[config.mk]
export PLATFORM = sky130hd
export DESIGN_NAME = tcprc_port_ctrl
export DESIGN_NICKNAME = d
export VERILOG_FILES = /design/src/tcprc_pkg.sv /design/src/tcprc_strap.sv /design/src/tcprc_debounce.sv /design/src/tcprc_port_ctrl.sv
export SDC_FILE = /design/constraint.sdc
export NUM_CORES = 1
export LEC_CHECK = 0
export CORE_AREA = 2 2 117 119
export DETAILED_ROUTE_END_ITERATION = 6
export DIE_AREA = 0 0 119 121
export DONT_BUFFER_PORTS = 1
export SYNTH_ARGS = -nofsm -noshare
export SYNTH_HDL_FRONTEND = slang
export SYNTH_SLANG_ARGS = --single-unit
[constraint.sdc]
create_clock -name clk_sys -period 3.4 [get_ports clk_sys]
set_input_delay 1.02 -clock clk_sys [delete_from_list [all_inputs] [get_ports clk_sys]]
set_output_delay 1.02 -clock clk_sys [all_outputs]
set_load 0.005 [all_outputs]
[src/tcprc_pkg.sv]
// package: types, timing constants and decode helpers for the role block
// Overview of operation
// RQ1 - role strap: high gives source-only, low sink-only, floating dual-role
// RQ2 - role strap is sampled once after reset and held until next reset
// RQ3 - host may also select source-only by writing the role select port
// RQ4 - as source, both CC lines carry pull-ups at all times
// RQ5 - source starts at default current; host writes change the pull-up level
// RQ6 - in GPIO control style a source advertises default current only
// RQ7 - as sink, both CC lines carry pull-downs at all times
// RQ8 - sink debounces CC and waits for debounced VBUS before attaching
// RQ9 - sink captures partner current once on attach and reports it
// RQ10 - host issues soft reset periodically to refresh the detected current
// RQ11 - dual-role toggles between source and sink, each behaving per its role
// RQ12 - advertise level holds default, medium or high; default after reset
// RQ13 - audio and debug accessory status readable in every role
// RQ14 - audio adapter recognised only when both lines show Ra
// RQ15 - GPIO style: audio pin pulled low while audio accessory attached
// RQ16 - no charge-through debug accessory in dual-role or sink-only
// RQ17 - control strap: floating gives GPIO style, high or low gives I2C
// RQ18 - all pins are open-drain: pull low or release, never drive high
// RQ19 - GPIO current pins: HH unattached, HL default, LH medium, LL high
// RQ20 - interrupt pulled low on status update, held until host clears it
// RQ21 - role override accepted only while unattached, ignored when attached
// RQ22 - in I2C style the current pins carry the bus, no GPIO code
package tcprc_pkg;
    typedef enum logic [1:0] {
        STRAP_LOW = 2'h0, STRAP_HIGH = 2'h1, STRAP_FLOAT = 2'h2
    } tcprc_strap_t;
    typedef enum logic [1:0] {
        ROLE_SRC = 2'h0, ROLE_SNK = 2'h1, ROLE_DRP = 2'h2
    } tcprc_role_t;
    typedef enum logic [1:0] {
        CUR_NONE = 2'h0, CUR_DEF = 2'h1, CUR_MED = 2'h2, CUR_HIGH = 2'h3
    } tcprc_cur_t;
    // line as seen by the analog comparators
    typedef enum logic [2:0] {
        CC_OPEN = 3'h0, CC_RA = 3'h1, CC_RD = 3'h2,
        CC_RP_DEF = 3'h3, CC_RP_MED = 3'h4, CC_RP_HIGH = 3'h5
    } tcprc_cc_t;
    typedef enum logic [7:0] {
        ST_UNSNK = 8'h01, ST_UNSRC = 8'h02, ST_WSNK = 8'h04,
        ST_WSRC = 8'h08, ST_ASNK = 8'h10, ST_ASRC = 8'h20,
        ST_AUDIO = 8'h40, ST_DEBUG = 8'h80
    } tcprc_state_t;

    localparam int CNT_W = 23;
    localparam int unsigned CLK_HZ = 32'h017D_7840;   // 25 MHz
    localparam int unsigned MS_PER_S = 32'h0000_03E8;
    localparam int unsigned PCT_FULL = 32'h0000_0064;
    localparam int unsigned T_CC_DB_MS = 32'h0000_00A8;   // 168 ms
    localparam int unsigned T_VBUS_DB_MS = 32'h0000_0002; // 2 ms
    localparam int unsigned T_DRP_MS = 32'h0000_004B;     // 75 ms
    localparam int unsigned DRP_DUTY_PCT = 32'h0000_001E; // 30 %
    localparam int unsigned CC_DB_CYC = T_CC_DB_MS * (CLK_HZ / MS_PER_S);
    localparam int unsigned VBUS_DB_CYC = T_VBUS_DB_MS * (CLK_HZ / MS_PER_S);
    localparam int unsigned DRP_CYC = T_DRP_MS * (CLK_HZ / MS_PER_S);
    localparam int unsigned DRP_SRC_CYC = DRP_CYC * DRP_DUTY_PCT / PCT_FULL;
    localparam tcprc_cur_t ADV_RESET = CUR_DEF;

    function automatic logic is_rp(input tcprc_cc_t c);
        return c == CC_RP_DEF || c == CC_RP_MED || c == CC_RP_HIGH;
    endfunction

    function automatic tcprc_cur_t sink_cur(input tcprc_cc_t a,
                                            input tcprc_cc_t b);
        tcprc_cc_t c;
        c = is_rp(a) ? a : b;
        case (c)
            CC_RP_DEF: return CUR_DEF;
            CC_RP_MED: return CUR_MED;
            CC_RP_HIGH: return CUR_HIGH;
            default: return CUR_NONE;
        endcase
    endfunction

    function automatic tcprc_role_t role_of(input tcprc_strap_t s);
        case (s)
            STRAP_HIGH: return ROLE_SRC;
            STRAP_LOW: return ROLE_SNK;
            default: return ROLE_DRP;
        endcase
    endfunction

    function automatic logic is_attached(input tcprc_state_t s);
        return s == ST_ASNK || s == ST_ASRC || s == ST_AUDIO || s == ST_DEBUG;
    endfunction

    function automatic logic is_src_side(input tcprc_state_t s);
        return s != ST_UNSNK && s != ST_WSNK && s != ST_ASNK;
    endfunction

    // {pin a pulled low, pin b pulled low}
    function automatic logic [1:0] gpio_code(input tcprc_cur_t c);
        case (c)
            CUR_DEF: return 2'h1;
            CUR_MED: return 2'h2;
            CUR_HIGH: return 2'h3;
            default: return 2'h0;
        endcase
    endfunction
endpackage

[src/tcprc_strap.sv]
// tri-level strap capture, taken once after reset release
`timescale 1ns/1ps
`default_nettype none
module tcprc_strap (
    input wire logic clk_sys,
    input wire logic srst,
    input wire logic tie_high,
    input wire logic tie_low,
    output var tcprc_pkg::tcprc_strap_t code,
    output logic valid
);
    import tcprc_pkg::*;

    // caught on the first edge after release, never under reset
    always_ff @(posedge clk_sys) begin
        if (srst) begin
            code <= STRAP_FLOAT;
            valid <= 1'b0;
        end else if (!valid) begin
            valid <= 1'b1;
            if (tie_high)
                code <= STRAP_HIGH;
            else if (tie_low)
                code <= STRAP_LOW;
            else
                code <= STRAP_FLOAT;
        end
    end
endmodule
`default_nettype wire

[src/tcprc_debounce.sv]
// debounce: output follows input once it has held still for CYC cycles
`timescale 1ns/1ps
`default_nettype none
module tcprc_debounce #(
    parameter int W = 1,
    parameter int unsigned CYC = 16
) (
    input wire logic clk_sys,
    input wire logic srst,
    input wire logic [W-1:0] level_in,
    output logic [W-1:0] level_out,
    output logic settled
);
    import tcprc_pkg::*;

    logic [W-1:0] last_reg;
    logic [CNT_W-1:0] cnt_reg;

    always_ff @(posedge clk_sys) begin
        if (srst) begin
            last_reg <= '0;
            cnt_reg <= '0;
            level_out <= '0;
            settled <= 1'b0;
        end else if (level_in != last_reg) begin
            last_reg <= level_in;
            cnt_reg <= '0;
            settled <= 1'b0;
        end else if (cnt_reg == CNT_W'(CYC - 1)) begin
            level_out <= last_reg;
            settled <= 1'b1;
        end else begin
            cnt_reg <= cnt_reg + 1'b1;
        end
    end
endmodule
`default_nettype wire

[src/tcprc_port_ctrl.sv]
// port role, CC termination and current-mode control
`timescale 1ns/1ps
`default_nettype none
module tcprc_port_ctrl #(
    parameter int unsigned CC_DB_CYCLES = tcprc_pkg::CC_DB_CYC,
    parameter int unsigned VBUS_DB_CYCLES = tcprc_pkg::VBUS_DB_CYC,
    parameter int unsigned DRP_CYCLES = tcprc_pkg::DRP_CYC,
    parameter int unsigned DRP_SRC_CYCLES = tcprc_pkg::DRP_SRC_CYC
) (
    input wire logic clk_sys,
    input wire logic srst,
    input wire logic port_strap_high,
    input wire logic port_strap_low,
    input wire logic addr_strap_high,
    input wire logic addr_strap_low,
    input wire tcprc_pkg::tcprc_cc_t cc1_sense,
    input wire tcprc_pkg::tcprc_cc_t cc2_sense,
    input wire logic vbus_det,
    input wire logic mode_sel_wr,
    input wire tcprc_pkg::tcprc_role_t mode_sel_role,
    input wire logic adv_wr,
    input wire tcprc_pkg::tcprc_cur_t adv_level,
    input wire logic soft_reset,
    input wire logic int_clear,
    output logic cc_pullup_en,
    output logic cc_pulldown_en,
    output var tcprc_pkg::tcprc_cur_t cc_rp_level,
    output logic current_code_out_a_oe,
    output logic current_code_out_b_oe,
    output logic audio_accessory_out_oe,
    output var tcprc_pkg::tcprc_role_t role_out,
    output logic i2c_mode,
    output logic attached,
    output var tcprc_pkg::tcprc_cur_t cur_detect,
    output logic audio_det,
    output logic debug_det,
    output logic int_status
);
    import tcprc_pkg::*;

    tcprc_state_t state_reg, state_next;
    tcprc_strap_t port_code, ctrl_code;
    tcprc_cur_t adv_reg;
    logic port_valid, ctrl_valid, role_loaded_reg;
    logic cc_settled;
    logic [0:0] vbus_lvl;
    logic vbus_settled, vbus_ok;
    logic rp_seen, rd_any, rd_both, ra_both, src_partner;
    logic unatt, drp_src_phase, debug_ok;
    logic cap_evt, refresh_evt, status_evt;
    logic [CNT_W-1:0] drp_cnt_reg;

    ////////////////////////////////////////////////////////////////////
    // straps and line conditioning

    tcprc_strap u_port_strap (
        .clk_sys(clk_sys),
        .srst(srst),
        .tie_high(port_strap_high),
        .tie_low(port_strap_low),
        .code(port_code),
        .valid(port_valid)
    );

    tcprc_strap u_ctrl_strap (
        .clk_sys(clk_sys),
        .srst(srst),
        .tie_high(addr_strap_high),
        .tie_low(addr_strap_low),
        .code(ctrl_code),
        .valid(ctrl_valid)
    );

    tcprc_debounce #(.W(6), .CYC(CC_DB_CYCLES)) u_cc_db (
        .clk_sys(clk_sys),
        .srst(srst),
        .level_in({cc1_sense, cc2_sense}),
        .level_out(),
        .settled(cc_settled)
    );

    tcprc_debounce #(.W(1), .CYC(VBUS_DB_CYCLES)) u_vbus_db (
        .clk_sys(clk_sys),
        .srst(srst),
        .level_in(vbus_det),
        .level_out(vbus_lvl),
        .settled(vbus_settled)
    );

    // the debounced level only moves once settled, so it alone decides
    assign vbus_ok = vbus_lvl[0];
    assign rp_seen = is_rp(cc1_sense) || is_rp(cc2_sense);
    assign rd_any = cc1_sense == CC_RD || cc2_sense == CC_RD;
    assign rd_both = cc1_sense == CC_RD && cc2_sense == CC_RD;
    assign ra_both = cc1_sense == CC_RA && cc2_sense == CC_RA; // RQ14
    assign src_partner = rd_any || ra_both;
    assign unatt = state_reg == ST_UNSNK || state_reg == ST_UNSRC;
    // a debug accessory that powers vbus is charge-through
    assign debug_ok = role_out == ROLE_SRC || !vbus_ok; // RQ16
    assign drp_src_phase = drp_cnt_reg < CNT_W'(DRP_SRC_CYCLES);

    ////////////////////////////////////////////////////////////////////
    // role and control style

    always_ff @(posedge clk_sys) begin
        if (srst) begin
            role_loaded_reg <= 1'b0;
            role_out <= ROLE_SNK;
            i2c_mode <= 1'b0;
        end else if (!role_loaded_reg) begin
            if (port_valid && ctrl_valid) begin
                role_loaded_reg <= 1'b1;
                role_out <= role_of(port_code); // RQ1 RQ2
                i2c_mode <= ctrl_code != STRAP_FLOAT; // RQ17
            end
        end else if (mode_sel_wr && i2c_mode && unatt &&
                     mode_sel_role != tcprc_role_t'(2'h3)) begin
            role_out <= mode_sel_role; // RQ3 RQ21
        end
    end

    // toggle timer runs only while hunting for a partner as dual-role
    always_ff @(posedge clk_sys) begin
        if (srst || role_out != ROLE_DRP || !unatt)
            drp_cnt_reg <= '0;
        else if (drp_cnt_reg == CNT_W'(DRP_CYCLES - 1))
            drp_cnt_reg <= '0;
        else
            drp_cnt_reg <= drp_cnt_reg + 1'b1;
    end

    ////////////////////////////////////////////////////////////////////
    // attach state machine

    always_comb begin
        state_next = state_reg;
        case (state_reg)
            ST_UNSNK: begin
                if (!role_loaded_reg)
                    state_next = ST_UNSNK;
                else if (role_out == ROLE_SRC)
                    state_next = ST_UNSRC;
                else if (rp_seen)
                    state_next = ST_WSNK;
                else if (role_out == ROLE_DRP && drp_src_phase)
                    state_next = ST_UNSRC; // RQ11
            end
            ST_UNSRC: begin
                if (role_out == ROLE_SNK)
                    state_next = ST_UNSNK;
                else if (src_partner)
                    state_next = ST_WSRC;
                else if (role_out == ROLE_DRP && !drp_src_phase)
                    state_next = ST_UNSNK; // RQ11
            end
            ST_WSNK: begin
                if (!rp_seen)
                    state_next = ST_UNSNK;
                else if (cc_settled && vbus_ok)
                    state_next = ST_ASNK; // RQ8
            end
            ST_WSRC: begin
                if (!src_partner)
                    state_next = ST_UNSRC;
                else if (cc_settled) begin
                    if (ra_both)
                        state_next = ST_AUDIO;
                    else if (rd_both)
                        state_next = debug_ok ? ST_DEBUG : ST_WSRC; // RQ16
                    else
                        state_next = ST_ASRC;
                end
            end
            ST_ASNK: begin
                if (!vbus_ok)
                    state_next = ST_UNSNK;
            end
            ST_ASRC: begin
                if (!rd_any)
                    state_next = ST_UNSRC;
            end
            ST_AUDIO: begin
                if (!ra_both)
                    state_next = ST_UNSRC;
            end
            ST_DEBUG: begin
                if (!rd_both)
                    state_next = ST_UNSRC;
            end
            default: state_next = ST_UNSNK;
        endcase
    end

    always_ff @(posedge clk_sys) begin
        if (srst)
            state_reg <= ST_UNSNK;
        else
            state_reg <= state_next;
    end

    ////////////////////////////////////////////////////////////////////
    // terminations and advertised current

    // reset comes up as an unattached sink, the dead-battery default
    always_ff @(posedge clk_sys) begin
        if (srst) begin
            cc_pullup_en <= 1'b0;
            cc_pulldown_en <= 1'b1;
        end else begin
            cc_pullup_en <= is_src_side(state_next); // RQ4 RQ11
            cc_pulldown_en <= !is_src_side(state_next); // RQ7 RQ11
        end
    end

    always_ff @(posedge clk_sys) begin
        if (srst)
            adv_reg <= ADV_RESET; // RQ12
        else if (adv_wr && i2c_mode && adv_level != CUR_NONE)
            adv_reg <= adv_level; // RQ5 RQ12
    end

    always_ff @(posedge clk_sys) begin
        if (srst)
            cc_rp_level <= ADV_RESET;
        else
            cc_rp_level <= i2c_mode ? adv_reg : CUR_DEF; // RQ5 RQ6
    end

    ////////////////////////////////////////////////////////////////////
    // detected current and status

    assign cap_evt = state_next == ST_ASNK && state_reg != ST_ASNK;
    // refresh only while attached: the partner's Rp is then on the line
    assign refresh_evt = soft_reset && state_reg == ST_ASNK && !cap_evt;
    assign status_evt = is_attached(state_next) != attached ||
                        cap_evt || refresh_evt;

    always_ff @(posedge clk_sys) begin
        if (srst)
            cur_detect <= CUR_NONE;
        else if (cap_evt || refresh_evt)
            cur_detect <= sink_cur(cc1_sense, cc2_sense); // RQ9 RQ10
        else if (state_next != ST_ASNK)
            cur_detect <= CUR_NONE;
    end

    always_ff @(posedge clk_sys) begin
        if (srst) begin
            attached <= 1'b0;
            audio_det <= 1'b0;
            debug_det <= 1'b0;
        end else begin
            attached <= is_attached(state_next);
            audio_det <= state_next == ST_AUDIO; // RQ13
            debug_det <= state_next == ST_DEBUG; // RQ13
        end
    end

    // a new event outranks a clear landing in the same cycle
    always_ff @(posedge clk_sys) begin
        if (srst)
            int_status <= 1'b0;
        else if (status_evt)
            int_status <= 1'b1; // RQ20
        else if (int_clear)
            int_status <= 1'b0; // RQ20
    end

    ////////////////////////////////////////////////////////////////////
    // open-drain pins: only enables leave the block, level is always low

    always_ff @(posedge clk_sys) begin
        if (srst) begin
            current_code_out_a_oe <= 1'b0;
            current_code_out_b_oe <= 1'b0;
            audio_accessory_out_oe <= 1'b0;
        end else if (i2c_mode) begin
            current_code_out_a_oe <= 1'b0; // RQ22
            current_code_out_b_oe <= 1'b0; // RQ22
            audio_accessory_out_oe <= int_status; // RQ18 RQ20
        end else begin
            audio_accessory_out_oe <= audio_det; // RQ15 RQ18
            case (state_reg)
                ST_ASNK: begin
                    {current_code_out_a_oe, current_code_out_b_oe} <=
                        gpio_code(cur_detect); // RQ19
                end
                ST_ASRC, ST_AUDIO, ST_DEBUG: begin
                    {current_code_out_a_oe, current_code_out_b_oe} <=
                        gpio_code(CUR_DEF); // RQ19
                end
                default: begin
                    current_code_out_a_oe <= 1'b0;
                    current_code_out_b_oe <= 1'b0;
                end
            endcase
        end
    end
endmodule
`default_nettype wire

; After elaboration in Yosys (flattened, before gate mapping)
; Cells that the tools add are included.
[totals]
reg_bits = 110
word_cells = 171
output_inout_bits = 16
[op_classes]
bitwise_logic = 4
reduce_logical = 53
n_lt_le_gt_ge = 1
n_mux = 39
add_sub_neg = 3
eq_ne = 45
[ops]
columns = op, count
row1 = $mux 8, 18
row2 = $add 23x1->23 const B, 3
row3 = $pmux 8 s8, 1
row4 = $eq 23x16->1 const B, 1
row5 = $eq 23x21->1 const B, 1
row6 = $eq 23x23->1 const B, 1
row7 = $lt 23x20->1 const B, 1
row8 = $eq 3x3->1 const B, 6
row9 = $mux 2, 9
row10 = $logic_or 1x1->1, 17
row11 = $eq 8x5->1 const B, 2
row12 = $eq 8x6->1 const B, 2
row13 = $eq 8x7->1 const B, 2
row14 = $eq 8x8->1 const B, 2
row15 = $ne 8x5->1 const B, 2
row16 = $eq 3x2->1 const B, 5
row17 = $logic_and 1x1->1, 15
row18 = $pmux 2 s3, 2
row19 = $reduce_or 2->1, 5
row20 = $eq 8x1->1 const B, 1
row21 = $eq 8x2->1 const B, 1
row22 = $eq 8x3->1 const B, 1
row23 = $eq 8x4->1 const B, 1
row24 = $ne 8x1->1 const B, 1
row25 = 18 further kinds, 45

; Logic depth before layout (Yosys ltp)
[depth]
word_depth = 16
mapped_depth = 9

; Modules after synthesis
; From an unflattened synthesis, not the netlist that was laid out.
[hier_totals]
cells_unflattened = 683
hier_area_um2 = 5911.9
[by_module_without_submodules]
columns = mod, area_each_um2, cells_per_inst, seq_area_each_um2, instances
row1 = tcprc_port_ctrl, 2797.7, 344, 1001.0, 1
row2 = tcprc_debounce at u_cc_db, 1649.1, 170, 720.7, 1
row3 = tcprc_debounce at u_vbus_db, 1285.0, 153, 520.5, 1
row4 = tcprc_strap, 90.1, 8, 60.1, 2

; Worst setup path after synthesis
; OpenSTA, ideal clock, no wires.
[synth_path]
path_type = input-to-reg
from = in cc1_sense[2]
to = reg int_status
arrival_time_ns = 2.518
setup_time_ns = 0.132
n_path_buf = 1
stages = 8
setup_slack_ns = 0.749
cell_sequence = buf_2 -> nand3b_1 -> and4_1 -> nor3b_2 -> or2_1 -> a2111oi_2 -> xor2_1 -> a21oi_1
[synth_between]
elab_chain_cells = 16
[synth_lines]
columns = element, line
row1 = start: declaration, tcprc_port_ctrl.sv:16  ; input wire tcprc_pkg::tcprc_cc_t cc1_sense,
row2 = $eq 3x2->1 / $eq 3x3->1 (equally long branches), tcprc_pkg.sv:61  ; return c == CC_RP_DEF || c == CC_RP_MED || c == CC_RP_HIGH;
row3 = $logic_or 1x1->1 (2 in a row), tcprc_pkg.sv:61
row4 = $logic_or 1x1->1, tcprc_port_ctrl.sv:92  ; assign rp_seen = is_rp(cc1_sense) || is_rp(cc2_sense);
row5 = $mux 8, tcprc_port_ctrl.sv:143  ; else if (rp_seen)
row6 = $mux 8, tcprc_port_ctrl.sv:141  ; else if (role_out == ROLE_SRC)
row7 = $mux 8, tcprc_port_ctrl.sv:139  ; if (!role_loaded_reg)
row8 = $pmux 8 s8 *, tcprc_port_ctrl.sv:137  ; case (state_reg)
row9 = $eq 8x5->1 / $eq 8x6->1 (equally long branches), "tcprc_pkg.sv:85, tcprc_port_ctrl.sv:232"
row10 = $logic_or 1x1->1 (3 in a row), tcprc_pkg.sv:85  ; return s == ST_ASNK || s == ST_ASRC || s == ST_AUDIO || s == ST_DEBUG;
row11 = $ne 1x1->1, tcprc_port_ctrl.sv:235  ; assign status_evt = is_attached(state_next) != attached ||
row12 = $logic_or 1x1->1, tcprc_port_ctrl.sv:235
row13 = $logic_or 1x1->1 *, tcprc_port_ctrl.sv:236  ; cap_evt || refresh_evt;
row14 = $mux 1 / $reduce_bool 2->1 (equally long branches), n/a
row15 = end signal: assignment, tcprc_port_ctrl.sv:262  ; int_status <= 1'b0;
row16 = end signal: assignment, tcprc_port_ctrl.sv:264  ; int_status <= 1'b1;
row17 = end signal: assignment, tcprc_port_ctrl.sv:266  ; int_status <= 1'b0;
row18 = end: declaration, tcprc_port_ctrl.sv:37  ; output logic int_status
; Mark *: on every way between the ends. The rest lies on a longest branch, timed or not.
; A chain may end at the register's enable or synchronous reset.

; Worst setup path after layout
[layout_path]
from = in cc2_sense[1]
to = reg int_status
[layout_between]
elab_chain_cells = 16
[layout_lines]
columns = element, line
row1 = start: declaration, tcprc_port_ctrl.sv:17  ; input wire tcprc_pkg::tcprc_cc_t cc2_sense,
row2 = $eq 3x2->1 / $eq 3x3->1 (equally long branches), tcprc_pkg.sv:61
row3 = $logic_or 1x1->1 (2 in a row), tcprc_pkg.sv:61
row4 = $logic_or 1x1->1, tcprc_port_ctrl.sv:92
row5 = $mux 8, tcprc_port_ctrl.sv:143
row6 = $mux 8, tcprc_port_ctrl.sv:141
row7 = $mux 8, tcprc_port_ctrl.sv:139
row8 = $pmux 8 s8 *, tcprc_port_ctrl.sv:137
row9 = $eq 8x5->1 / $eq 8x6->1 (equally long branches), "tcprc_pkg.sv:85, tcprc_port_ctrl.sv:232"
row10 = $logic_or 1x1->1 (3 in a row), tcprc_pkg.sv:85
row11 = $ne 1x1->1, tcprc_port_ctrl.sv:235
row12 = $logic_or 1x1->1, tcprc_port_ctrl.sv:235
row13 = $logic_or 1x1->1 *, tcprc_port_ctrl.sv:236
row14 = $mux 1 / $reduce_bool 2->1 (equally long branches), n/a
; Marks and branches as above.

==> reports/qor.csv <==
metric;value;unit
required;3640;ps
first_iter_violations;308;
seq_area_frac_synth;43.0;%
grt_first_pass_wirelength;18300;um
final.setup.worst_slack;1060;ps
max_freq;428;MHz
powerDensity;444;nW/um^2
final_hold_violation_count;0;
power.static_leakage;1.88;nW
syn_nets;623;
timing.critical_path.cells;nand2b_1, and4_1, nor3b_2, or2_1, a2111oi_2, xor2_1, a21oi_1;
cts_max_level;3;
critical_path.max_stage_delay;460;ps
timing.max_slew.rel_slack;47.9;%
synth-seq-cells;110;
worst_r2r_startpoint;state_reg[3];
design.final.nets;617;
area.growth.synth_to_final;8.67;%
post_cts_hold_fix_bufs;0;
internal-power;1.94;mW
drive_above_1_share;5.86;%
setup_repair_bufs_after_cts;0;
dp.cells;758;
max-clock-path-buffers;2;
count_of_pins_over_their_slew_limit;0;
die_area;14400;um^2
first_global_vias;3810;
final_min_period_over_clock_period;68.7;%
fp.coreArea;13100;um^2
finClkSkew;6.89;ps
buffer_ports.inserted;0;
layout_commonest_cell;sky130_fd_sc_hd__dfxtp_1;
routabilityCongestion;0.924;
grt.total_usage;15.8;%
report.final.setup_viol;0;
tritoncts;yes;
worstHoldPathCells;1;
rsz0062_at_grt;false;
finalSetupTns;0;ps
seq_power_share;53.8;%
grt_remaining_overflow;0;
run_status;finished clean;
finalWirelength;10900;um
period_needed;2340;ps
remaining_drc_errors;0;
via_count;4094;
post_synth_inst_count;599;
route.antenna.remaining_nets;0;
r2r_end;cc_pullup_en;
swShare;21.4;%
reg2regPathDepth;6;
post_cts_resized;0;
clock_tree.root_cell;sky130_fd_sc_hd__clkbuf_16;
max-cap-violations;0;
wire_per_inst;14.1;um
finish.cell_count_without_fillers;773;
synth_flop_cell;sky130_fd_sc_hd__dfxtp_1;
logic_gate_share_of_total_power;4.3;%
clock_power_share;41.9;%
synth.distinct_cells;66;
crit_type;in -> reg;
worstHoldEndpoint;cc_rp_level[0];
drt_pre_antenna_iters;5;
hpwlAfterDp;7930;um
tritoncts.num_buffers;9;
start_util;39.2;%
die_w;119;um
p_sw;530;uW
irDropWorstVdd;0.313;mV
synth_enable_flop_cells;0;
fin_worst_hold_slack;453;ps
crit_path_max_fanout;7;
viasPerCell;5.30;
dpl_worst_slack;710;ps
setup.worst_path.start_class;input pin;
timing.reg2reg.setup_slack;1080;ps
grt_antenna_before_repair;0;
grt_start_max_net_pins;34;
synth_area_per_cell;8.55;um^2
critical-path-slowest-cell;sky130_fd_sc_hd__a2111oi_2;
layout.cells.most_common_list;110 x sky130_fd_sc_hd__dfxtp_1, 90 x sky130_fd_sc_hd__nor2_1, 54 x sky130_fd_sc_hd__nand2_1;
worst-endpoint-arrival;2570;ps
design.portCount;37;
clk_latency;350;ps
floorplan.die.height;121;um
row_count;42;
worst_pin_slew;775;ps
worstHoldPathType;reg -> reg;
cell_area_synth;5120;um^2
min_from;adv_reg[0];
ys.warnings.count;0;
cts.clk_slew.worst_paths;60;ps
asyncSetResetFlopFracSynth;0;%
cp-end-kind;register;
diodes;0;
cts.sinks;110;
-- power by group through the flow --
stage          Combinational, mW  Sequential, mW  Clock [mW]
2_1_floorplan             0.0996            1.35           0
3_3_place_gp               0.103            1.36           0
3_5_place_dp               0.105            1.36           0
4_1_cts                    0.105            1.33        1.07
5_1_grt                    0.120            1.33        1.11
6_report                   0.105            1.33        1.04
-- how the worst max path moves through the flow --
stage / startpoint / depth (start not counted) / endpoint
final: cc2_sense[1] / 7 / int_status
after global routing: state_reg[3] / 6 / drp_cnt_reg[20]
after CTS: u_vbus_db.cnt_reg[12] / 7 / u_vbus_db.cnt_reg[7]
after detailed placement: cc2_sense[1] / 7 / int_status
after global placement: cc2_sense[0] / 6 / int_status
after floorplan: cc1_sense[2] / 8 / int_status
-- synth_stat cells (all sizes together), types with 10 or more instances --
| master | number | area (um^2) |
|---|---|---|
| nor2 | 90 | 338 |
| nand3 | 26 | 135 |
| xor2 | 45 | 394 |
| nand4 | 21 | 131 |
| xnor2 | 21 | 184 |
| clkbuf | 14 | 55.1 |
| nor2b | 12 | 75.1 |
| o21ai | 16 | 80.1 |
| inv | 13 | 48.8 |
| a21oi | 24 | 120 |
| nand2 | 54 | 203 |
| or3 | 10 | 63.8 |
| and3 | 14 | 88.8 |
| nor3 | 21 | 105 |
| dfxtp | 110 | 2200 |
-- final cells by class --
cell class	count	area, um^2
clock inverters	3	43.8
repair buffers	2	15.0
multi-input cells	457	2790
inverters	13	48.8
fillers	1306	7520
clock buffers	12	246
well taps	176	220
flip-flops and latches	110	2200
-- cell families after synthesis --
group / count (synthesis) / synth area share [%]
compound gates: 78 / 10.2
flops: 110 / 43.0
mux: 6 / 1.17
simple gates: 304 / 31.1
xor+xnor: 66 / 11.3
fa+ha+maj: 3 / 0.733
buf+inv: 32 / 2.54
-- worst max-delay path, delay by kind of cell --
family	cells	cell delay [ps]
and+or+nand+nor	4	820
AOI/OAI and AO/OA	2	540
xor gates and xnor gates	1	190
-- stage by stage --
| step | utilization, % | cell area (um^2) | total power, mW |
|---|---|---|---|
| after detailed placement | 40.3 | 5280 | 1.47 |
| after global placement | 40.3 | 5280 | 1.46 |
| after floorplan | - | 5120 | 1.45 |
| final | 42.6 | 5570 | 2.47 |
| after CTS | 42.6 | 5570 | 2.51 |
| after global routing | 42.6 | 5570 | 2.56 |
-- routing by layer --
metal	GRT usage, %	vias up	wire, um	share of wire [%]
met5	0	-	0	0
met1	20.8	1901	5290	48
met2	24.5	97	4900	45
li1	-	2083	-	-
met4	8.11	0	225	2.1
met3	3.43	13	519	4.7
No activity file was read; power rests on OpenSTA's default activity.
